--- src/common/spm_pkg.sv ---
// Overview of operation
// - two-bit serial port 0 select; reset value 00 routes card port zero onto pins 0-5
// - select 01: pins 0-3 audio port zero, pins 4-5 general purpose pins 4-5
// - select 10: all six pins are general purpose pins 0-5 in order
// - select 11: pins 0-5 carry the buffered serial port signals
// - select register bit 15 picks receive clock or source clock on pin 5
// - pull inhibit register one bit n controls pull-down of serial port 0 pin n
// - each address pin select bit: 0 gives address line, 1 gives general purpose pin
// - six select bits cover address 15-20, mapped onto general purpose pins 21-26
// - pull inhibit register two bits 0-5 control address pin pull-downs, any function
package spm_pkg;
	localparam int ADDR_W = 16;
	localparam int DATA_W = 16;
	localparam int SP0_PINS = 6;
	localparam int ADDR_PINS = 6;
	localparam int BSP_PINS = 5;
	localparam int AUDIO_PINS = 4;

	// register addresses
	localparam logic [15:0] EXT_BUS_SELECT_ADDR = 16'h1c00;
	localparam logic [15:0] PULL_INHIBIT_ONE_ADDR = 16'h1c17;
	localparam logic [15:0] PULL_INHIBIT_TWO_ADDR = 16'h1c18;

	// field positions of the external bus select register
	localparam int ADDR_SEL_LSB = 0;
	localparam int SP0_SEL_LSB = 10;
	localparam int BSP_CLK_SEL_BIT = 15;
	// field position of the pull inhibit bits
	localparam int PULL_LSB = 0;

	// reset values
	localparam logic [15:0] EXT_BUS_SELECT_RESET = 16'h0000;
	localparam logic [15:0] PULL_INHIBIT_RESET = 16'h0000;
	localparam logic [15:0] READ_IDLE = 16'h0000;
	localparam logic [5:0] PAD_OUT_RESET = 6'h00;
	localparam logic [5:0] PAD_OE_N_RESET = 6'h3f;

	// serial port 0 functions, in select field order
	typedef enum logic [1:0] {
		SPM_SEL_CARD,
		SPM_SEL_AUDIO,
		SPM_SEL_GP,
		SPM_SEL_BSP
	} spm_sp0_sel_t;
endpackage : spm_pkg

--- src/rtl/spm_pin_mux.sv ---
`timescale 1ns/1ps
`default_nettype none
module spm_pin_mux (
	input wire logic core_clk,
	input wire logic reset,
	// register port
	input wire logic [15:0] reg_addr,
	input wire logic [15:0] reg_wdata,
	input wire logic reg_wr,
	input wire logic reg_rd,
	output logic [15:0] reg_rdata,
	// serial port 0 pads
	input wire logic [5:0] sp0_pad_in,
	output logic [5:0] sp0_pad_out,
	output logic [5:0] sp0_pad_oe_n,
	output logic [5:0] sp0_pulldown_en,
	// upper address pads
	input wire logic [5:0] addr_pad_in,
	output logic [5:0] addr_pad_out,
	output logic [5:0] addr_pad_oe_n,
	output logic [5:0] addr_pulldown_en,
	// card port zero: bit 0 clock, bit 1 command, bits 5:2 data
	input wire logic [5:0] card_out,
	input wire logic [5:0] card_oe_n,
	output logic [5:0] card_in,
	// audio port zero: clock, frame sync, transmit, receive
	input wire logic [3:0] audio_out,
	input wire logic [3:0] audio_oe_n,
	output logic [3:0] audio_in,
	// buffered serial port: tx clock, tx frame, tx data, rx data, rx frame
	input wire logic [4:0] bsp_out,
	input wire logic [4:0] bsp_oe_n,
	output logic [4:0] bsp_in,
	input wire logic bsp_rx_clk_out,
	input wire logic bsp_rx_clk_oe_n,
	output logic bsp_rx_clk_in,
	output logic bsp_src_clk_in,
	// general purpose pins 0 to 5
	input wire logic [5:0] gp_lo_out,
	input wire logic [5:0] gp_lo_oe_n,
	output logic [5:0] gp_lo_in,
	// general purpose pins 21 to 26
	input wire logic [5:0] gp_hi_out,
	input wire logic [5:0] gp_hi_oe_n,
	output logic [5:0] gp_hi_in,
	// external memory address bits 20:15, output only
	input wire logic [5:0] ext_mem_addr_line
);
	logic [15:0] ext_bus_select_reg;
	logic [15:0] pull_inhibit_reg_one;
	logic [15:0] pull_inhibit_reg_two;
	spm_pkg::spm_sp0_sel_t serial_port0_select;
	logic bsp_clk_sel;
	logic [5:0] addr_pin_select;
	logic [5:0] sp0_out_d;
	logic [5:0] sp0_oe_n_d;
	logic [5:0] card_in_d;
	logic [3:0] audio_in_d;
	logic [5:0] gp_lo_in_d;
	logic [4:0] bsp_in_d;
	logic bsp_rx_clk_in_d;
	logic bsp_src_clk_in_d;
	logic [5:0] addr_out_d;
	logic [5:0] addr_oe_n_d;
	logic [5:0] gp_hi_in_d;

	// per-bit two-way select, used for both data and enables
	function automatic logic [5:0] pick_bits(
		input logic [5:0] sel,
		input logic [5:0] when_zero,
		input logic [5:0] when_one
	);
		pick_bits = (when_zero & ~sel) | (when_one & sel);
	endfunction : pick_bits

	spm_regs u_regs (
		.core_clk(core_clk),
		.reset(reset),
		.reg_addr(reg_addr),
		.reg_wdata(reg_wdata),
		.reg_wr(reg_wr),
		.reg_rd(reg_rd),
		.reg_rdata(reg_rdata),
		.ext_bus_select_reg(ext_bus_select_reg),
		.pull_inhibit_reg_one(pull_inhibit_reg_one),
		.pull_inhibit_reg_two(pull_inhibit_reg_two)
	);

	// select fields; addr15_pin_select is bit 0, addr20_pin_select bit 5
	assign serial_port0_select = spm_pkg::spm_sp0_sel_t'(
		ext_bus_select_reg[spm_pkg::SP0_SEL_LSB +: 2]);
	assign bsp_clk_sel = ext_bus_select_reg[spm_pkg::BSP_CLK_SEL_BIT];
	assign addr_pin_select = ext_bus_select_reg[spm_pkg::ADDR_SEL_LSB +: 6];

	// a set inhibit bit turns the pull-down off, whatever the function
	assign sp0_pulldown_en = ~pull_inhibit_reg_one[spm_pkg::PULL_LSB +: 6];
	assign addr_pulldown_en = ~pull_inhibit_reg_two[spm_pkg::PULL_LSB +: 6];

	spm_sp0_mux u_sp0_mux (
		.sel(serial_port0_select),
		.bsp_clk_sel(bsp_clk_sel),
		.pad_in(sp0_pad_in),
		.card_out(card_out),
		.card_oe_n(card_oe_n),
		.audio_out(audio_out),
		.audio_oe_n(audio_oe_n),
		.gp_out(gp_lo_out),
		.gp_oe_n(gp_lo_oe_n),
		.bsp_out(bsp_out),
		.bsp_oe_n(bsp_oe_n),
		.bsp_rx_clk_out(bsp_rx_clk_out),
		.bsp_rx_clk_oe_n(bsp_rx_clk_oe_n),
		.pad_out(sp0_out_d),
		.pad_oe_n(sp0_oe_n_d),
		.card_in(card_in_d),
		.audio_in(audio_in_d),
		.gp_in(gp_lo_in_d),
		.bsp_in(bsp_in_d),
		.bsp_rx_clk_in(bsp_rx_clk_in_d),
		.bsp_src_clk_in(bsp_src_clk_in_d)
	);

	// address pins: bit n of the select moves pin n from address n+15 to gp n+21
	// the memory controller always drives, so its enable is a constant low
	assign addr_out_d = pick_bits(addr_pin_select, ext_mem_addr_line, gp_hi_out);
	assign addr_oe_n_d = pick_bits(addr_pin_select, 6'h00, gp_hi_oe_n);
	assign gp_hi_in_d = addr_pad_in & addr_pin_select;

	// pad-side flops: one cycle of latency buys clean glitch-free pad drive
	always_ff @(posedge core_clk or posedge reset) begin
		if (reset) begin
			sp0_pad_out <= spm_pkg::PAD_OUT_RESET;
			sp0_pad_oe_n <= spm_pkg::PAD_OE_N_RESET;
		end else begin
			sp0_pad_out <= sp0_out_d;
			sp0_pad_oe_n <= sp0_oe_n_d;
		end
	end

	// address pad flops
	always_ff @(posedge core_clk or posedge reset) begin
		if (reset) begin
			addr_pad_out <= spm_pkg::PAD_OUT_RESET;
			addr_pad_oe_n <= spm_pkg::PAD_OE_N_RESET;
		end else begin
			addr_pad_out <= addr_out_d;
			addr_pad_oe_n <= addr_oe_n_d;
		end
	end

	// peripheral-side input flops for serial port 0 functions
	always_ff @(posedge core_clk or posedge reset) begin
		if (reset) begin
			card_in <= 6'h00;
			audio_in <= 4'h0;
			gp_lo_in <= 6'h00;
			bsp_in <= 5'h00;
			bsp_rx_clk_in <= 1'b0;
			bsp_src_clk_in <= 1'b0;
		end else begin
			card_in <= card_in_d;
			audio_in <= audio_in_d;
			gp_lo_in <= gp_lo_in_d;
			bsp_in <= bsp_in_d;
			bsp_rx_clk_in <= bsp_rx_clk_in_d;
			bsp_src_clk_in <= bsp_src_clk_in_d;
		end
	end

	// upper general purpose inputs; a pin left on the address sees low
	always_ff @(posedge core_clk or posedge reset) begin
		if (reset) begin
			gp_hi_in <= 6'h00;
		end else begin
			gp_hi_in <= gp_hi_in_d;
		end
	end

	// pad flops still hold reset values after the release edge, so
	// continuous routing checks only start once this goes high
	logic pads_live_q;
	always_ff @(posedge core_clk or posedge reset) begin
		if (reset) begin
			pads_live_q <= 1'b0;
		end else begin
			pads_live_q <= 1'b1;
		end
	end
endmodule : spm_pin_mux
`default_nettype wire

--- src/rtl/spm_regs.sv ---
`timescale 1ns/1ps
`default_nettype none
module spm_regs (
	input wire logic core_clk,
	input wire logic reset,
	input wire logic [15:0] reg_addr,
	input wire logic [15:0] reg_wdata,
	input wire logic reg_wr,
	input wire logic reg_rd,
	output logic [15:0] reg_rdata,
	output logic [15:0] ext_bus_select_reg,
	output logic [15:0] pull_inhibit_reg_one,
	output logic [15:0] pull_inhibit_reg_two
);
	// external bus select register: all mux selects live here
	always_ff @(posedge core_clk or posedge reset) begin
		if (reset) begin
			ext_bus_select_reg <= spm_pkg::EXT_BUS_SELECT_RESET;
		end else if (reg_wr && reg_addr == spm_pkg::EXT_BUS_SELECT_ADDR) begin
			ext_bus_select_reg <= reg_wdata;
		end
	end

	// pull inhibit registers; upper bits kept for other pin groups
	always_ff @(posedge core_clk or posedge reset) begin
		if (reset) begin
			pull_inhibit_reg_one <= spm_pkg::PULL_INHIBIT_RESET;
			pull_inhibit_reg_two <= spm_pkg::PULL_INHIBIT_RESET;
		end else if (reg_wr && reg_addr == spm_pkg::PULL_INHIBIT_ONE_ADDR) begin
			pull_inhibit_reg_one <= reg_wdata;
		end else if (reg_wr && reg_addr == spm_pkg::PULL_INHIBIT_TWO_ADDR) begin
			pull_inhibit_reg_two <= reg_wdata;
		end
	end

	// read data valid only in the cycle after the strobe; unmapped reads zero
	always_ff @(posedge core_clk or posedge reset) begin
		if (reset) begin
			reg_rdata <= spm_pkg::READ_IDLE;
		end else if (!reg_rd) begin
			reg_rdata <= spm_pkg::READ_IDLE;
		end else if (reg_addr == spm_pkg::EXT_BUS_SELECT_ADDR) begin
			reg_rdata <= ext_bus_select_reg;
		end else if (reg_addr == spm_pkg::PULL_INHIBIT_ONE_ADDR) begin
			reg_rdata <= pull_inhibit_reg_one;
		end else if (reg_addr == spm_pkg::PULL_INHIBIT_TWO_ADDR) begin
			reg_rdata <= pull_inhibit_reg_two;
		end else begin
			reg_rdata <= spm_pkg::READ_IDLE;
		end
	end
endmodule : spm_regs
`default_nettype wire

--- src/rtl/spm_sp0_mux.sv ---
`timescale 1ns/1ps
`default_nettype none
module spm_sp0_mux (
	input wire spm_pkg::spm_sp0_sel_t sel,
	input wire logic bsp_clk_sel,
	input wire logic [5:0] pad_in,
	input wire logic [5:0] card_out,
	input wire logic [5:0] card_oe_n,
	input wire logic [3:0] audio_out,
	input wire logic [3:0] audio_oe_n,
	input wire logic [5:0] gp_out,
	input wire logic [5:0] gp_oe_n,
	input wire logic [4:0] bsp_out,
	input wire logic [4:0] bsp_oe_n,
	input wire logic bsp_rx_clk_out,
	input wire logic bsp_rx_clk_oe_n,
	output logic [5:0] pad_out,
	output logic [5:0] pad_oe_n,
	output logic [5:0] card_in,
	output logic [3:0] audio_in,
	output logic [5:0] gp_in,
	output logic [4:0] bsp_in,
	output logic bsp_rx_clk_in,
	output logic bsp_src_clk_in
);
	// unrouted inputs default low and pads default undriven
	always_comb begin
		pad_out = 6'h00;
		pad_oe_n = 6'h3f;
		card_in = 6'h00;
		audio_in = 4'h0;
		gp_in = 6'h00;
		bsp_in = 5'h00;
		bsp_rx_clk_in = 1'b0;
		bsp_src_clk_in = 1'b0;
		case (sel)
			spm_pkg::SPM_SEL_CARD: begin
				pad_out = card_out;
				pad_oe_n = card_oe_n;
				card_in = pad_in;
			end
			spm_pkg::SPM_SEL_AUDIO: begin
				pad_out = {gp_out[5:4], audio_out};
				pad_oe_n = {gp_oe_n[5:4], audio_oe_n};
				audio_in = pad_in[3:0];
				gp_in = {pad_in[5:4], 4'h0};
			end
			spm_pkg::SPM_SEL_GP: begin
				pad_out = gp_out;
				pad_oe_n = gp_oe_n;
				gp_in = pad_in;
			end
			default: begin
				// source clock is input only, so pin 5 stays undriven then
				pad_out[4:0] = bsp_out;
				pad_oe_n[4:0] = bsp_oe_n;
				bsp_in = pad_in[4:0];
				if (bsp_clk_sel) begin
					bsp_src_clk_in = pad_in[5];
				end else begin
					pad_out[5] = bsp_rx_clk_out;
					pad_oe_n[5] = bsp_rx_clk_oe_n;
					bsp_rx_clk_in = pad_in[5];
				end
			end
		endcase
	end
endmodule : spm_sp0_mux
`default_nettype wire

--- config.mk ---
export PLATFORM = sky130hd
export DESIGN_NAME = spm_pin_mux
export DESIGN_NICKNAME = d
export VERILOG_FILES = /design/src/common/spm_pkg.sv /design/src/rtl/spm_pin_mux.sv /design/src/rtl/spm_regs.sv /design/src/rtl/spm_sp0_mux.sv
export SDC_FILE = /design/constraint.sdc
export NUM_CORES = 1
export LEC_CHECK = 0
export BUFFER_PORTS_ARGS = -buffer_cell sky130_fd_sc_hd__buf_4
export CAP_MARGIN = 20
export CORE_MARGIN = 2
export CORE_UTILIZATION = 52
export DETAILED_ROUTE_END_ITERATION = 6
export PLACE_DENSITY = 0.85
export SYNTH_ARGS = -nofsm -noshare
export SYNTH_HDL_FRONTEND = slang
export SYNTH_SLANG_ARGS = --single-unit
--- constraint.sdc ---
create_clock -name core_clk -period 5.5 [get_ports core_clk]
set_clock_uncertainty 0.15 [all_clocks]
set_input_delay 0.275 -clock core_clk [delete_from_list [all_inputs] [get_ports core_clk]]
set_output_delay 0.275 -clock core_clk [all_outputs]
set_load 0.05 [all_outputs]
After elaboration in Yosys (flattened, before gate mapping)
Cells that the tools add are included.
{"block": "totals", "word_cells": 51, "in_bits": 110, "output_inout_bits": 81, "register_bits": 117}
{"block": "classes", "mux": 16, "n_eq_ne": 5, "bitwise": 9, "n_reduce_logical": 6}
{"cell": "16-bit 2-to-1 mux", "n": 4}
{"cell": "16-bit by 13-bit equality test with 1-bit output, second input constant", "n": 3}
{"cell": "6-bit one-hot mux with 3 select lines", "n": 2}
{"cell": "6-bit bitwise AND", "n": 4}
{"cell": "6-bit inverter", "n": 3}
{"cell": "6-bit one-hot mux with 2 select lines", "n": 1}
{"cell": "1-bit 2-to-1 mux", "n": 6}
{"cell": "6-bit 2-to-1 mux", "n": 1}
{"cell": "6-bit bitwise OR", "n": 1}
{"cell": "5-bit 2-to-1 mux", "n": 1}
{"cell": "4-bit 2-to-1 mux", "n": 1}
{"cell": "1-bit logical AND", "n": 3}
{"cell": "3-bit OR reduction", "n": 1}
{"cell": "2-bit by 1-bit equality test with 1-bit output, second input constant", "n": 1}
{"cell": "2-bit equality test, second input constant", "n": 1}
{"cell": "2-bit logical NOT", "n": 1}
{"cell": "2-bit AND reduction", "n": 1}
{"cell": "1-bit inverter", "n": 1}

Logic depth before layout (Yosys ltp)
{"block": "depth", "depth_word": 5, "depth_mapped": 6, "ltp_nobuf": 5}

By module
From an unflattened synthesis, not the netlist that was laid out.
{"block": "unflattened", "hier_cells": 386, "area_unflattened_um2": 5008.6}
{"mod": "spm_regs", "n_inst": 1, "cells_per_inst": 225, "area_per_inst_um2": 2904.0, "seq_area_each_um2": 1601.5}
{"mod": "spm_pin_mux", "n_inst": 1, "cells_per_inst": 84, "area_per_inst_um2": 1570.3, "seq_area_each_um2": 1341.3}
{"mod": "spm_sp0_mux", "n_inst": 1, "cells_per_inst": 77, "area_per_inst_um2": 534.3, "seq_area_each_um2": 0.0}

Worst setup path after synthesis
OpenSTA, ideal clock, no wires.
{"block": "synth_path", "kind": "input -> register", "startpoint": "input port reg_addr[1]", "endpoint": "register u_regs.pull_inhibit_reg_two[10]", "path_slack_ps": 3699, "arrival_ps": 1526, "stages": 5, "setup_ps": 125, "cell_sequence": "nor4_2 nand3_2 nor2_4 buf_6 mux2_2"}
{"block": "synth_between", "elab_chain_len": 4, "word_cells_on_any_way": 6, "cone_classes": "2 x eq/ne; 1 x bitwise; 3 x reduce/logical"}
{"element": "start, declared", "line": "spm_pin_mux.sv:7", "source": "input wire logic [15:0] reg_addr,"}
{"element": "16-bit by 13-bit equality test with 1-bit output", "line": "spm_regs.sv:29", "source": "end else if (reg_wr && reg_addr == spm_pkg::PULL_INHIBIT_ONE_ADDR) begin"}
{"element": "1-bit logical AND", "line": "spm_regs.sv:29"}
{"element": "1-bit inverter (no source line)"}
{"element": "2-bit AND reduction (no source line) (*)"}
{"element": "end signal, assigned", "line": "spm_regs.sv:28", "source": "pull_inhibit_reg_two <= spm_pkg::PULL_INHIBIT_RESET;"}
{"element": "end signal, assigned", "line": "spm_regs.sv:32", "source": "pull_inhibit_reg_two <= reg_wdata;"}
{"element": "end, declared", "line": "spm_regs.sv:13", "source": "output logic [15:0] pull_inhibit_reg_two"}
Every way passes the cells marked *; elsewhere a longest branch is shown, timed or not.
A chain may end at the register's enable or synchronous reset.

Final worst setup path
{"block": "layout_path", "startpoint": "register u_regs.ext_bus_select_reg[10]", "endpoint": "register sp0_pad_out[5]"}
{"block": "layout_between", "elab_chain_len": 2, "word_cells_on_any_way": 4, "cone_classes": "2 x eq/ne; 1 x mux; 1 x reduce/logical"}
{"element": "start, declared", "line": "spm_regs.sv:11", "source": "output logic [15:0] ext_bus_select_reg,"}
{"element": "start signal, assigned", "line": "spm_regs.sv:18", "source": "ext_bus_select_reg <= spm_pkg::EXT_BUS_SELECT_RESET;"}
{"element": "start signal, assigned", "line": "spm_regs.sv:20", "source": "ext_bus_select_reg <= reg_wdata;"}
{"element": "2-bit equality test (tied with other cells)", "line": "spm_sp0_mux.sv:36", "source": "case (sel)"}
{"element": "6-bit one-hot mux with 3 select lines (*)", "line": "spm_sp0_mux.sv:36"}
{"element": "via sp0_out_d[5]", "line": "spm_pin_mux.sv:55", "source": "logic [5:0] sp0_out_d;"}
{"element": "end signal, assigned", "line": "spm_pin_mux.sv:132", "source": "sp0_pad_out <= spm_pkg::PAD_OUT_RESET;"}
{"element": "end signal, assigned", "line": "spm_pin_mux.sv:135", "source": "sp0_pad_out <= sp0_out_d;"}
{"element": "end, declared", "line": "spm_pin_mux.sv:14", "source": "output logic [5:0] sp0_pad_out,"}
Mark *: on every way through the listed nets, which the timed path passes. The rest lies on a longest branch.

==> metrics.md <==
| Metric | Value |
|---|---|
| CP Launch Type | flop |
| IO Port Bufs | 190 |
| Max Cap Viol | 0 |
| Global Route Usage Sum | 34.62% |
| Max_slew headroom | 38.01% |
| Initial Util | 52.86% |
| WHS | 0.02580 ns |
| Nets | 740 |
| Largest incremental delay on the critical path | 0.63 ns |
| Worst-path maximum fanout | 13 |
| TritonCTS buffer count | 17 |
| Initial DRC count | 316 |
| Post-Synthesis Cells | 361 |
| Clk_lat worst skew | 0.53 ns |
| Required @ worst endpoint | 5.76 ns |
| Row count | 35 |
| Flops & latches, synth | 117 |
| DRC | 0 |
| P per Cell Area | 298.3 nW/um^2 |
| EDFF count, synth | 0 |
| Ys Warns | 0 |
| Final Worst Setup Slack | 2.719 ns |
| # IOs | 191 |
| Clock H-tree levels | 4 |
| Critical path, cell by cell | inv_1, ha_1, or2_0, a221oi_1, a21oi_1, dlygate4sd3_1 |
| Vias in the first global route | 4578 |
| HP Class | in -> reg |
| Crit path max-delay family | buffers and inverters |
| Antenna cells | 0 |
| Fraction of registers with async set/reset | 100.0% |
| Syn nets | 475 |
| Layout cells sized above 1 | 46.01% |
| Die footprint | 10050 um^2 |
| Sequential cell area | 2943 um^2 |
| Area Overhead vs Synth | 58.91% |
| Final-report hold violation count | 0 |
| CTS tree | yes |
| Pre-CTS setup slack | 3.056 ns |
| Leak | 3.823 nW |
| Slew Limit Fails | 0 |
| Die H | 100.2 um |
| Buffers & Inverters on Critical Path | 2 |
| Slowest CP cell | dlygate4sd3_1 |
| Part of the Yosys area used for sequential elements | 61.12% |
| Worst Tran Pin Value | 0.9298 ns |
| Fill cells | 371 |
| Run status | finished, final reports clean |
| Commonest non-fill, non-tap cell in the layout | buf_4 |
| First-pass GRT wire length | 25.58 mm |
| Die Span X | 100.2 um |
| Distinct cells, synth | 39 |
| Initial antenna violation count | 0 |
| Top layer in use | met4 |
| Maximum vdd drop | 0.0002212 V |
| Worst-path clk slew | 0.06 ns |
| WL met2 | 9.042 mm |
| Maximum clock path buffer count | 2 |
| Crit path arrival time | 3.04 ns |
| M1 wire length | 5.953 mm |
| Crit Path Class | reg -> reg |
| Share of the synthesized area in the top cell type | 54.57% |
| RSZ-0062 raised after global routing | no |
| DP Wirelength | 8.464 mm |
| Root buf cell | clkbuf_8 |
| Mean Syn Cell Area | 13.34 um^2 |
| Area of the mapped netlist | 4815 um^2 |
| First-pass iteration count of the detailed router | 6 |
| Part of the cycle the worst path needs | 50.57% |
| Fin crit period | 2.781 ns |
| Largest net degree at the start of global routing | 70 |
| Multi-input gate area | 1693 um^2 |
| Total number of vias | 4343 |
| Area contributors post-synth | dfrtp_1 55%, mux2_2 8.0%, dfstp_2 6.5% |
| Vias/cell | 5.791 |
| GRT Residual Overflow | 0 |
| Core area | 9109 um^2 |
| Commonest cells after routing, fill and taps aside | 192 x buf_4, 105 x dfrtp_1, 71 x dlygate4sd3_1 |
| Nature of the critical path endpoint | flop |
| Top cell type by total area after synthesis | dfrtp_1 |
| Main synth FF type | dfrtp_1 |
| CTS Sinks | 117 |
| # setup viols final | 0 |
| Metal3 WL | 1.263 mm |
| Fin Setup TNS | 0 ns |
| WL final | 17.11 mm |
| Antenna Nets Post-Route | 0 |
| GPL Wtd Cong | 0.9014 |
| Fmax | 0.3596 GHz |
| DR WL/cell | 22.81 um |
[routing by layer]
layer / GRT usage (%) / vias up
met5: 0 / -
li1: - / 1797
met4: 21.60 / 0
met1: 38.40 / 2174
met3: 8.496 / 83
met2: 59.68 / 289
[area by class of cell]
class	instances	share of cell area (%)
Tap cell	111	1.815
Sequential cell	117	38.46
Inverter	23	1.161
Clock buffer	19	5.773
Multi-Input combinational cell	204	22.13
Clock inverter	13	2.535
Timing Repair Buffer	263	28.13
[timing repair]
| action | 4_1_cts | 5_1_grt |
|---|---|---|
| endpoints found under the hold margin | 157 | 0 |
| gates resized for setup | 0 | 0 |
| hold buffers | 71 | 0 |
| buffers inserted | 0 | 0 |
[synthesized netlist by cell type, types with 9 or more instances]
master     count
mux2_4        10
a21oi_1       22
clkbuf_1      10
mux2_2        34
inv_1         23
dfstp_2       12
mux2_1        10
nor2_1        12
dfrtp_1      105
o21ai_0       16
and2_1        31
a2bb2oi_1     10
nand2_1        9
[power breakdown]
| part | leakage (nW) | total, W | switching [W] | internal [W] |
|---|---|---|---|---|
| sequential | 1.55 | 0.000876 | 0.00000359 | 0.000872 |
| clock | 0.298 | 0.00120 | 0.000431 | 0.000766 |
| combinational | 1.97 | 0.000209 | 0.000103 | 0.000107 |
| total | 3.82 | 0.00228 | 0.000537 | 0.00175 |
[per-stage QoR]
stage	total power (W)	utilization, %	cells	instance area [um^2]
floorplan	0.0009558	-	361	4815
global placement	0.001044	69.22	647	6305
detailed placement	0.001049	69.22	647	6305
CTS	0.002261	84.00	750	7651
global route	0.002331	84.00	750	7651
finish	0.002282	84.00	750	7651
[worst paths after layout]
| check | slack, ns | start | end | depth (start not counted) |
|---|---|---|---|---|
| max in group asynchronous | 3.66 | reset | u_regs.reg_rdata[14] | 4 |
| min in group asynchronous | 0.23 | reset | addr_pad_out[3] | 3 |
| min reg2reg | 0.34 | u_regs.ext_bus_select_reg[8] | u_regs.ext_bus_select_reg[8] | 1 |
| max | 2.72 | u_regs.ext_bus_select_reg[10] | sp0_pad_out[5] | 6 |
| min | 0.03 | card_oe_n[1] | sp0_pad_oe_n[1] | 3 |
| max reg2reg | 2.72 | u_regs.ext_bus_select_reg[10] | sp0_pad_out[5] | 6 |
[tightest hold or removal path, stage by stage]
cell	delay [ns]
buf_4	0.08
a222oi_1	0.07
mux2i_1	0.21
[kinds of logic after synthesis]
family / after synthesis / synth area share, %
DFF: 117 / 61.12
and+or+nand+nor: 74 / 10.16
AOI/OAI and AO/OA: 64 / 8.888
muxes: 62 / 15.07
buffers and inverters: 40 / 3.716
adders and majority gates: 4 / 1.040
Power figures use the tool's default switching activity.
